===== src/mfm_regs.svh =====
// Purpose: Register offsets, field positions, reset values and timing figures of the monitor
// Assumes: 20 MHz controller clock, APB byte addresses
// Notes: Times are held in milliseconds; tick counts derive from them
`ifndef MFM_REGS_SVH
`define MFM_REGS_SVH

// ==========================================================================
// Register offsets (byte addresses)
`define MFM_OFS_STATUS 8'h00
`define MFM_OFS_ENABLE 8'h04
`define MFM_OFS_SPD_TARGET 8'h08
`define MFM_OFS_SPD_TOL 8'h0C
`define MFM_OFS_STATE 8'h10

// ==========================================================================
// Status and enable bit positions
`define MFM_BIT_START0 0
`define MFM_BIT_ROT0 6
`define MFM_BIT_REAR 12
`define MFM_BIT_CART 13
`define MFM_BIT_SUPPLY 14
`define MFM_BIT_DELIV 15
`define MFM_BIT_SCANNER 16
`define MFM_BIT_FEEDER 17
`define MFM_BIT_CONTROL 18
`define MFM_BIT_SUBSUPPLY 19
`define MFM_BIT_BELTFAN 20
`define MFM_NUM_BITS 21

// ==========================================================================
// Reset values
`define MFM_RST_ENABLE 21'h1FFFFF
`define MFM_RST_SPD_TARGET 16'h0FA0
`define MFM_RST_SPD_TOL 16'h00C8

// ==========================================================================
// Timing figures
`define MFM_CLK_NS 50
`define MFM_TICK_MS 1
`define MFM_START_MS 1500
`define MFM_ROT_MS 2000
`define MFM_FAN_LOCK_MS 10000
`define MFM_DELIV_BLANK_MS 100
`define MFM_DELIV_TEMP_MS 500
`define MFM_DELIV_RETRY_MS 4000

`endif


===== src/mfm_pkg.sv =====
// Purpose: Types shared by the motor and fan failure monitor
// Assumes: Nothing beyond the register header
// Notes: Structs carry the motor and fan pin groups
`default_nettype none

package mfm_pkg;
  // ========================================================================
  // Pin groups
  typedef struct packed {
    logic [5:0] drive; // 0..3 drums Y C M K, 4 fixing roller, 5 transfer belt
    logic [5:0] speed; // Speed feedback pulses, same order
  } mfm_motor_s;

  typedef struct packed {
    logic [3:0] drive; // 0 rear exhaust, 1 cartridge, 2 supply, 3 delivery
    logic [3:0] lock_timed; // Lock inputs, same order
    logic [5:0] lock_inst; // Scanner, feeder, control 1, control 2, sub supply, belt
  } mfm_fan_s;

  // ========================================================================
  // Delivery fan checker states
  typedef enum logic [2:0] {
    DF_IDLE = 3'b000,
    DF_BLANK = 3'b001,
    DF_WATCH = 3'b010,
    DF_RETRY = 3'b011,
    DF_FAILED = 3'b100
  } mfm_dstate_e;
endpackage : mfm_pkg

`default_nettype wire


===== src/mfm_monitor.sv =====
// Purpose: Motor speed and fan lock failure monitor with APB status registers
// Assumes: Drive inputs come from logic on clk; speed and lock inputs are pins
// Notes: Failures stay latched in STATUS until cleared by writing ones
//
// Notes on behaviour
// Drum start-up failure if not locked 1.5 s
// Drum rotation failure after 2 s irregular
// Each colour drum checked with own timers
// Fixing roller start-up failure after 1.5 s
// Fixing roller rotation failure after 2 s irregular
// Belt motor start-up failure after 1.5 s
// Belt motor rotation failure after 2 s irregular
// Rear exhaust fan failure after 10 s lock
// Cartridge fan failure after 10 s lock
// Delivery fan temporary lock: 0.5 s after 0.1 s
// Temporary lock drives delivery fan 4 s retry
// Lock held through retry gives delivery failure
// Supply fan failure after 10 s lock
// Scanner fan failure whenever lock asserted
// Feeder fan failure whenever lock asserted
// Either control fan lock gives control failure
// Sub supply fan failure whenever lock asserted
// Belt fan failure whenever lock asserted
// Steppers and lifter motor are not monitored
// Failures latched until cleared; common ms tick
// Timers restart with drive; no flag when off
`timescale 1ns/1ns
`default_nettype none
`include "mfm_regs.svh"

module mfm_monitor #(
  parameter int unsigned TICK_CYCLES = (`MFM_TICK_MS * 1000000) / `MFM_CLK_NS
) (
  // Clock, reset, freeze
  input wire logic clk,
  input wire logic rst_n,
  input wire logic ce,
  // APB slave
  input wire logic [7:0] paddr,
  input wire logic psel,
  input wire logic penable,
  input wire logic pwrite,
  input wire logic [31:0] pwdata,
  output logic [31:0] prdata,
  output logic pready,
  output logic pslverr,
  // Monitored parts
  input wire mfm_pkg::mfm_motor_s motors,
  input wire mfm_pkg::mfm_fan_s fans,
  // Formatter side
  output logic delivery_retry_drive,
  output logic [20:0] error_status,
  output logic error_any
);

  // ==========================================================================
  // Constants
  localparam logic [13:0] START_TICKS = 14'(`MFM_START_MS / `MFM_TICK_MS);
  localparam logic [13:0] ROT_TICKS = 14'(`MFM_ROT_MS / `MFM_TICK_MS);
  localparam logic [13:0] LOCK_TICKS = 14'(`MFM_FAN_LOCK_MS / `MFM_TICK_MS);
  localparam logic [13:0] BLANK_TICKS = 14'(`MFM_DELIV_BLANK_MS / `MFM_TICK_MS);
  localparam logic [13:0] TEMP_TICKS = 14'(`MFM_DELIV_TEMP_MS / `MFM_TICK_MS);
  localparam logic [13:0] RETRY_TICKS = 14'(`MFM_DELIV_RETRY_MS / `MFM_TICK_MS);

  // Interval lands in target +/- tolerance
  function automatic logic in_window(input logic [15:0] iv, input logic [15:0] tgt,
                                     input logic [15:0] tol);
    logic [16:0] lo_sum;
    logic [16:0] hi;
    lo_sum = {1'b0, iv} + {1'b0, tol};
    hi = {1'b0, tgt} + {1'b0, tol};
    return (lo_sum >= {1'b0, tgt}) && ({1'b0, iv} <= hi);
  endfunction

  // Running interval already past the upper bound
  function automatic logic too_long(input logic [15:0] iv, input logic [15:0] tgt,
                                    input logic [15:0] tol);
    logic [16:0] hi;
    hi = {1'b0, tgt} + {1'b0, tol};
    return {1'b0, iv} > hi;
  endfunction

  // ==========================================================================
  // Registers and shared state
  logic [20:0] status;
  logic [20:0] enable;
  logic [15:0] spd_target;
  logic [15:0] spd_tol;
  logic [20:0] ev;
  logic [31:0] tick_cnt;
  logic tick;
  logic [15:0] s1, s2, s3, filt;
  logic [5:0] spd_f;
  logic [3:0] lock_t;
  logic [5:0] lock_i;
  logic ack_ok;
  logic wr_hit;
  logic [20:0] clr;
  logic mapped;
  logic [31:0] rd_mux;

  // ==========================================================================
  // Pin synchronisers: three stages, a change counts once stages two and three agree
  always_ff @(posedge clk) begin
    if (!rst_n) begin
      s1 <= 16'h0000;
      s2 <= 16'h0000;
      s3 <= 16'h0000;
      filt <= 16'h0000;
    end else if (ce) begin
      s1 <= {fans.lock_inst, fans.lock_timed, motors.speed};
      s2 <= s1;
      s3 <= s2;
      filt <= (~(s2 ^ s3) & s3) | ((s2 ^ s3) & filt);
    end
  end

  assign spd_f = filt[5:0];
  assign lock_t = filt[9:6];
  assign lock_i = filt[15:10];

  // One shared millisecond tick for every timer
  always_ff @(posedge clk) begin
    if (!rst_n) begin
      tick_cnt <= 32'h00000000;
    end else if (ce) begin
      tick_cnt <= (tick_cnt == TICK_CYCLES - 1) ? 32'h00000000 : tick_cnt + 32'h00000001;
    end
  end

  assign tick = ce && (tick_cnt == TICK_CYCLES - 1);

  // ==========================================================================
  // Speed monitors: drums, fixing roller, belt motor only; steppers and lifter have none
  logic [15:0] icnt [0:5];
  logic [13:0] mtmr [0:5];
  logic [5:0] reached, last_ok, drive_q, pulse_q, edge_s, ok_now, start_ev, rot_ev;

  for (genvar i = 0; i < 6; i++) begin : g_mot
    assign edge_s[i] = spd_f[i] & ~pulse_q[i];
    // A pulse judges the interval just closed; between pulses an overlong gap is bad
    assign ok_now[i] = edge_s[i] ? in_window(icnt[i], spd_target, spd_tol)
                                 : (last_ok[i] && !too_long(icnt[i], spd_target, spd_tol));
    assign start_ev[i] = tick && drive_q[i] && motors.drive[i] && !reached[i] && enable[i] &&
                         !(edge_s[i] && ok_now[i]) && (mtmr[i] == START_TICKS - 14'h0001);
    assign rot_ev[i] = tick && drive_q[i] && motors.drive[i] && reached[i] && !ok_now[i] &&
                       enable[i + 6] && (mtmr[i] == ROT_TICKS - 14'h0001);

    // Per-motor timers, independent per channel; cleared while drive is off
    always_ff @(posedge clk) begin
      if (!rst_n) begin
        icnt[i] <= 16'h0000;
        mtmr[i] <= 14'h0000;
        reached[i] <= 1'b0;
        last_ok[i] <= 1'b0;
        drive_q[i] <= 1'b0;
        pulse_q[i] <= 1'b0;
      end else if (ce) begin
        drive_q[i] <= motors.drive[i];
        pulse_q[i] <= spd_f[i];
        if (!motors.drive[i] || !drive_q[i]) begin
          icnt[i] <= 16'h0000;
          mtmr[i] <= 14'h0000;
          reached[i] <= 1'b0;
          last_ok[i] <= 1'b0;
        end else begin
          icnt[i] <= edge_s[i] ? 16'h0001 : ((icnt[i] == 16'hFFFF) ? icnt[i] : icnt[i] + 16'h0001);
          if (edge_s[i]) begin
            last_ok[i] <= ok_now[i];
          end
          if (!reached[i]) begin
            if (edge_s[i] && ok_now[i]) begin
              reached[i] <= 1'b1;
              mtmr[i] <= 14'h0000;
            end else if (tick && mtmr[i] != START_TICKS) begin
              mtmr[i] <= mtmr[i] + 14'h0001;
            end
          end else if (ok_now[i]) begin
            mtmr[i] <= 14'h0000;
          end else if (tick && mtmr[i] != ROT_TICKS) begin
            mtmr[i] <= mtmr[i] + 14'h0001;
          end
        end
      end
    end
  end

  // ==========================================================================
  // Ten second lock timers: rear exhaust, cartridge, supply fan
  logic [13:0] ftmr [0:2];
  logic [2:0] fan_ev;

  for (genvar k = 0; k < 3; k++) begin : g_fan
    assign fan_ev[k] = tick && fans.drive[k] && lock_t[k] && (ftmr[k] == LOCK_TICKS - 14'h0001);
    // Any gap in the lock level restarts the count
    always_ff @(posedge clk) begin
      if (!rst_n) begin
        ftmr[k] <= 14'h0000;
      end else if (ce) begin
        if (!fans.drive[k] || !lock_t[k]) begin
          ftmr[k] <= 14'h0000;
        end else if (tick && ftmr[k] != LOCK_TICKS) begin
          ftmr[k] <= ftmr[k] + 14'h0001;
        end
      end
    end
  end

  // ==========================================================================
  // Delivery fan: blanking, temporary lock, retry drive, failure
  mfm_pkg::mfm_dstate_e dstate;
  logic [13:0] dtmr;
  logic deliv_ev;

  assign deliv_ev = tick && (dstate == mfm_pkg::DF_RETRY) && lock_t[3] && fans.drive[3] &&
                    (dtmr == RETRY_TICKS - 14'h0001);
  assign delivery_retry_drive = (dstate == mfm_pkg::DF_RETRY);

  // A lock that clears during the retry sends the checker back to watching
  always_ff @(posedge clk) begin
    if (!rst_n) begin
      dstate <= mfm_pkg::DF_IDLE;
      dtmr <= 14'h0000;
    end else if (ce) begin
      if (!fans.drive[3] || !enable[`MFM_BIT_DELIV]) begin
        dstate <= mfm_pkg::DF_IDLE;
        dtmr <= 14'h0000;
      end else begin
        case (dstate)
          mfm_pkg::DF_IDLE: begin
            dstate <= mfm_pkg::DF_BLANK;
            dtmr <= 14'h0000;
          end
          mfm_pkg::DF_BLANK: begin
            if (tick && dtmr == BLANK_TICKS - 14'h0001) begin
              dstate <= mfm_pkg::DF_WATCH;
              dtmr <= 14'h0000;
            end else if (tick) begin
              dtmr <= dtmr + 14'h0001;
            end
          end
          mfm_pkg::DF_WATCH: begin
            if (!lock_t[3]) begin
              dtmr <= 14'h0000;
            end else if (tick && dtmr == TEMP_TICKS - 14'h0001) begin
              dstate <= mfm_pkg::DF_RETRY;
              dtmr <= 14'h0000;
            end else if (tick) begin
              dtmr <= dtmr + 14'h0001;
            end
          end
          mfm_pkg::DF_RETRY: begin
            if (!lock_t[3]) begin
              dstate <= mfm_pkg::DF_WATCH;
              dtmr <= 14'h0000;
            end else if (deliv_ev) begin
              dstate <= mfm_pkg::DF_FAILED;
            end else if (tick) begin
              dtmr <= dtmr + 14'h0001;
            end
          end
          mfm_pkg::DF_FAILED: begin
            dtmr <= 14'h0000;
          end
          default: begin
            dstate <= mfm_pkg::DF_IDLE;
            dtmr <= 14'h0000;
          end
        endcase
      end
    end
  end

  // ==========================================================================
  // Failure events, gated by the enable register
  always_comb begin
    ev = 21'h000000;
    ev[5:0] = start_ev;
    ev[11:6] = rot_ev;
    ev[`MFM_BIT_REAR] = fan_ev[0];
    ev[`MFM_BIT_CART] = fan_ev[1];
    ev[`MFM_BIT_SUPPLY] = fan_ev[2];
    ev[`MFM_BIT_DELIV] = deliv_ev;
    ev[`MFM_BIT_SCANNER] = lock_i[0];
    ev[`MFM_BIT_FEEDER] = lock_i[1];
    ev[`MFM_BIT_CONTROL] = lock_i[2] | lock_i[3];
    ev[`MFM_BIT_SUBSUPPLY] = lock_i[4];
    ev[`MFM_BIT_BELTFAN] = lock_i[5];
    ev = ev & enable;
  end

  // ==========================================================================
  // APB decode; pready waits while frozen so no write is lost
  assign wr_hit = psel && penable && pready && pwrite;
  assign mapped = (paddr == `MFM_OFS_STATUS) || (paddr == `MFM_OFS_ENABLE) ||
                  (paddr == `MFM_OFS_SPD_TARGET) || (paddr == `MFM_OFS_SPD_TOL) ||
                  (paddr == `MFM_OFS_STATE);
  assign pready = psel && penable && ack_ok && ce;
  assign pslverr = pready && !mapped;
  assign clr = (wr_hit && paddr == `MFM_OFS_STATUS) ? pwdata[20:0] : 21'h000000;

  always_comb begin
    case (paddr)
      `MFM_OFS_STATUS: rd_mux = {11'h000, status};
      `MFM_OFS_ENABLE: rd_mux = {11'h000, enable};
      `MFM_OFS_SPD_TARGET: rd_mux = {16'h0000, spd_target};
      `MFM_OFS_SPD_TOL: rd_mux = {16'h0000, spd_tol};
      `MFM_OFS_STATE: rd_mux = {16'h0000, lock_i, 1'b0, dstate, reached};
      default: rd_mux = 32'h00000000;
    endcase
  end

  // Read data captured in the setup cycle; the access then ends at once
  always_ff @(posedge clk) begin
    if (!rst_n) begin
      prdata <= 32'h00000000;
      ack_ok <= 1'b0;
    end else if (ce) begin
      if (psel && !penable) begin
        prdata <= rd_mux;
        ack_ok <= 1'b1;
      end else if (pready) begin
        ack_ok <= 1'b0;
      end
    end
  end

  // Control registers
  always_ff @(posedge clk) begin
    if (!rst_n) begin
      enable <= `MFM_RST_ENABLE;
      spd_target <= `MFM_RST_SPD_TARGET;
      spd_tol <= `MFM_RST_SPD_TOL;
    end else if (ce && wr_hit) begin
      if (paddr == `MFM_OFS_ENABLE) enable <= pwdata[20:0];
      if (paddr == `MFM_OFS_SPD_TARGET) spd_target <= pwdata[15:0];
      if (paddr == `MFM_OFS_SPD_TOL) spd_tol <= pwdata[15:0];
    end
  end

  // Sticky failures; a new event beats a clear in the same cycle
  always_ff @(posedge clk) begin
    if (!rst_n) begin
      status <= 21'h000000;
    end else if (ce) begin
      status <= (status & ~clr) | ev;
    end
  end

  assign error_status = status;
  assign error_any = |status;

  for (genvar i = 0; i < 4; i++) begin : g_chk

  end
endmodule // mfm_monitor

`default_nettype wire


===== config.mk =====
export PLATFORM = sky130hd
export DESIGN_NAME = mfm_monitor
export DESIGN_NICKNAME = d
export VERILOG_FILES = /design/src/mfm_pkg.sv /design/src/mfm_monitor.sv
export VERILOG_INCLUDE_DIRS = /design/src
export SDC_FILE = /design/constraint.sdc
export NUM_CORES = 2
export LEC_CHECK = 0
export ABC_CLOCK_PERIOD_IN_PS = 7440
export BUFFER_PORTS_ARGS = -buffer_cell sky130_fd_sc_hd__buf_2
export CAP_MARGIN = 0
export CORE_MARGIN = 8
export CORE_UTILIZATION = 40
export CTS_CLUSTER_DIAMETER = 30
export DETAILED_ROUTE_END_ITERATION = 10
export MAX_ROUTING_LAYER = met4
export PLACE_DENSITY_LB_ADDON = 0.15
export SLEW_MARGIN = 0
export SYNTH_ARGS = -nofsm -noshare
export SYNTH_HDL_FRONTEND = slang
export SYNTH_SLANG_ARGS = --single-unit

===== constraint.sdc =====
create_clock -name clk -period 7.44 [get_ports clk]
set_input_delay 0 -clock clk [delete_from_list [all_inputs] [get_ports clk]]
set_output_delay 0 -clock clk [all_outputs]
set_load 0.01 [all_outputs]

==> impl_metrics.json <==
{
  "outcome": "finished clean",
  "r2r.worst_path.cells": 21,
  "die_x_microns": 297,
  "end_kind": "flip-flop",
  "grt_pass1_vias": 25950,
  "cts_sinks": 455,
  "synth-edff-count": 222,
  "clock_path_buffers": 3,
  "cp_slowest_cell": "a31oi_1",
  "hold_ws_ns": 0.0898,
  "fin_setup_tns_ns": 0,
  "drtIter0Drc": 2067,
  "required_ns": 8.00,
  "reg2reg_from": "spd_tol[2]",
  "antenna_left": 0,
  "fmax_mhz": 164,
  "grt-busiest-layer": "met2",
  "path_cells": "ha_1 -> nor2b_1 -> o21ai_0 -> a21oi_1 -> o41ai_1 -> o21ai_0 -> o21ai_0 -> a21boi_0 -> o21ai_0 -> nand2b_1 -> xor2_1 -> ha_1 -> and3_1 -> nand3_1 -> o41ai_1 -> nor4_1 -> a31oi_1 -> o31a_1 -> a21oi_1 -> a211oi_1 -> dlygate4sd3_1",
  "relSlewSlack": 0.146,
  "syn_avg_cell_area_sq_um": 8.85,
  "p_leak_nw": 15.3,
  "fp.dieArea_sq_mm": 0.0879,
  "crit_type": "flip-flop to flip-flop",
  "syn_area_sq_mm": 0.0315,
  "num-nets-final": 4179,
  "fin_crit_sh": 0.819,
  "cpMostUsedCell": "o21ai_0",
  "grtUsageMet3": 0.0482,
  "start_util": 0.401,
  "antenna_found_initial": 8,
  "cts_resized": 0,
  "synthFlopType": "dfxtp_1",
  "worstPathMaxFanout": 9,
  "place.gp.congestion": 0.930,
  "vias": 27274,
  "globalRouteOverflowTotal": 0,
  "critPathLaunch": "spd_tol[2]",
  "rsz0062_at_grt": "false",
  "use_met1": 0.307,
  "fill_cells": 7401,
  "area_growth_pct": 20.5,
  "skew_ns": 0.0716,
  "power_density_mw_per_mm2": 222,
  "hold_class": "input pin to flip-flop",
  "max_stage_delay_ns": 0.67,
  "met2_usage": 0.344,
  "grt_pass1_wl_microns": 152000,
  "viasPerCell": 5.53,
  "finalSetupViolCount": 0,
  "cts_made_buffers": 110,
  "tightest_slew_ns": 1.28,
  "htreeDepth": 3,
  "routedWlPerCell_microns": 20.2,
  "drc": 0,
  "cts_setup_buffers": 0,
  "clkTransAtPathRegs_ns": 0.05,
  "yosysWarnings": 0,
  "wirelength_microns": 99500,
  "layout-drive-gt1-share": 0.109,
  "r2r_slack_ns": 1.35,
  "io_pins": 129,
  "ys_seq_area_frac": 0.360,
  "ys_types": 102,
  "die_y_microns": 297,
  "grt_usage": 0.228,
  "syn-instance-count": 3557,
  "async_flop_share": 0,
  "fin_crit_ns": 6.09,
  "crit_arrival_ns": 6.66,
  "maxCapViolations": 0,
  "finalMaxSlewViolations": 0,
  "worstSkewPairLatency_ns": 0.68,
  "final_hold_viol_count": 0,
  "critPathLaunchType": "flip-flop",
  "cp-endpoint": "reached[4]",
  "vdd_drop_max_mv": 0.297,
  "dr.pass1.iters": 7,
  "cts_hold_buf": 62,
  "r2r_end": "reached[4]",
  "std_cell_rows": 103,
  "core_area_sq_mm": 0.0785,
  "io_buffers": 106,
  "cts_tree": "built",
  "grt_max_degree": 76,
  "root_buffer": "clkbuf_16",
  "ys_seq_elements": 455,
  "dpl.hpwl_microns": 71500
}
[worst max-delay path, delay by kind of cell, from the launching register on]
family / cells / cell delay, ns
buf+inv: 1 / 0.58
xor+xnor: 1 / 0.14
flops: 1 / 0.66
simple gates: 5 / 0.53
compound gates: 12 / 3.41
fa+ha+maj: 2 / 0.67
[report_power, final]
group          total [W]  internal [W]  switching (W)
Clock            0.00509       0.00350        0.00159
Combinational   0.000532      0.000229       0.000303
Sequential       0.00282       0.00271       0.000109
Total            0.00844       0.00644        0.00200
[layout by cell type (no fill, tap or decap), drive strengths merged, types with 30 or more instances in the layout]
master         n
nor2         472
nand2        357
ha           318
dfxtp        233
edfxtp       222
nand3        199
a21oi        191
buf          168
xor2         161
xnor2        148
clkbuf       145
inv          136
o21ai        129
nor3          85
mux2i         75
nand4         69
a21o          64
dlygate4sd3   62
and3          61
clkinv        38
nor4          36
nor2b         35
a211oi        34
nand2b        30
[routing by layer]
metal  vias up  part of all wire  routed length (microns)
li1      13353                 -                        -
met1     12962              0.46                    45700
met2       785              0.44                    43600
met3       174             0.074                     7330
met4         0             0.028                     2830
met5         -                 0                        0
[registers in the layout (all words and copies together) (netlist names), 21 cells and up, named ones only]
signal / cells
icnt: 96
mtmr: 84
ftmr: 42
tick_cnt: 32
enable: 21
error_status: 21
prdata: 21
[through the flow]
stage | cell area (sq um) | setup WS, ns | power (W) | instances | utilization
floorplan | 31500 | 2.20 | 0.00320 | 3567 | -
global placement | 33300 | 1.67 | 0.00336 | 4658 | 0.424
detailed placement | 33300 | 1.62 | 0.00337 | 4658 | 0.424
CTS | 37900 | 1.38 | 0.00851 | 4928 | 0.483
global route | 37900 | 0.835 | 0.00872 | 4936 | 0.483
finish | 37900 | 1.35 | 0.00844 | 4936 | 0.483
[cell usage after synthesis (all sizes together) (93+ instances only)]
cell / number / area share
ha: 318 / 0.13
edfxtp: 222 / 0.21
a21oi: 191 / 0.031
inv: 133 / 0.016
nor2: 472 / 0.057
xor2: 161 / 0.045
nand3: 199 / 0.032
dfxtp: 233 / 0.15
nand2: 357 / 0.043
xnor2: 148 / 0.041
o21ai: 129 / 0.021
clkbuf: 93 / 0.011
[cell type report]
class / count / area [sq um] / share of cell area
multi-input combinational: 2852 / 19100 / 0.504
sequential: 455 / 11300 / 0.299
clock buffer: 145 / 3110 / 0.0820
timing repair buffer: 230 / 1630 / 0.0428
tap: 1050 / 1310 / 0.0346
clock inverter: 63 / 913 / 0.0241
inverter: 133 / 502 / 0.0132
antenna: 8 / 20.0 / 0.000528
[kinds of logic (layout without fill, tap and decap cells)]
kind of cell	Yosys count	count (layout)	synth area share
other	1	19	0.000119
muxes	82	82	0.0267
AOI/OAI and AO/OA	645	645	0.137
adders and majority gates	326	326	0.131
xor gates and xnor gates	309	309	0.0860
and+or+nand+nor	1479	1479	0.224
DFF	455	455	0.360
buffers and inverters	260	571	0.0347
[how the worst min path moves through the flow]
stage	start	endpoint	slack, ns	cells after the start
3_3_place_gp	pwdata[16]	enable[16]	0.23	3
6_report	fans[5]	s1[15]	0.09	4
4_1_cts	fans[4]	s1[14]	0.06	4
5_1_grt	fans[6]	s1[6]	0.1	4
3_5_place_dp	pwdata[18]	enable[18]	0.23	3
2_1_floorplan	pwdata[0]	enable[0]	0.12	2
Note: power is estimated with default switching activity, not from simulation.
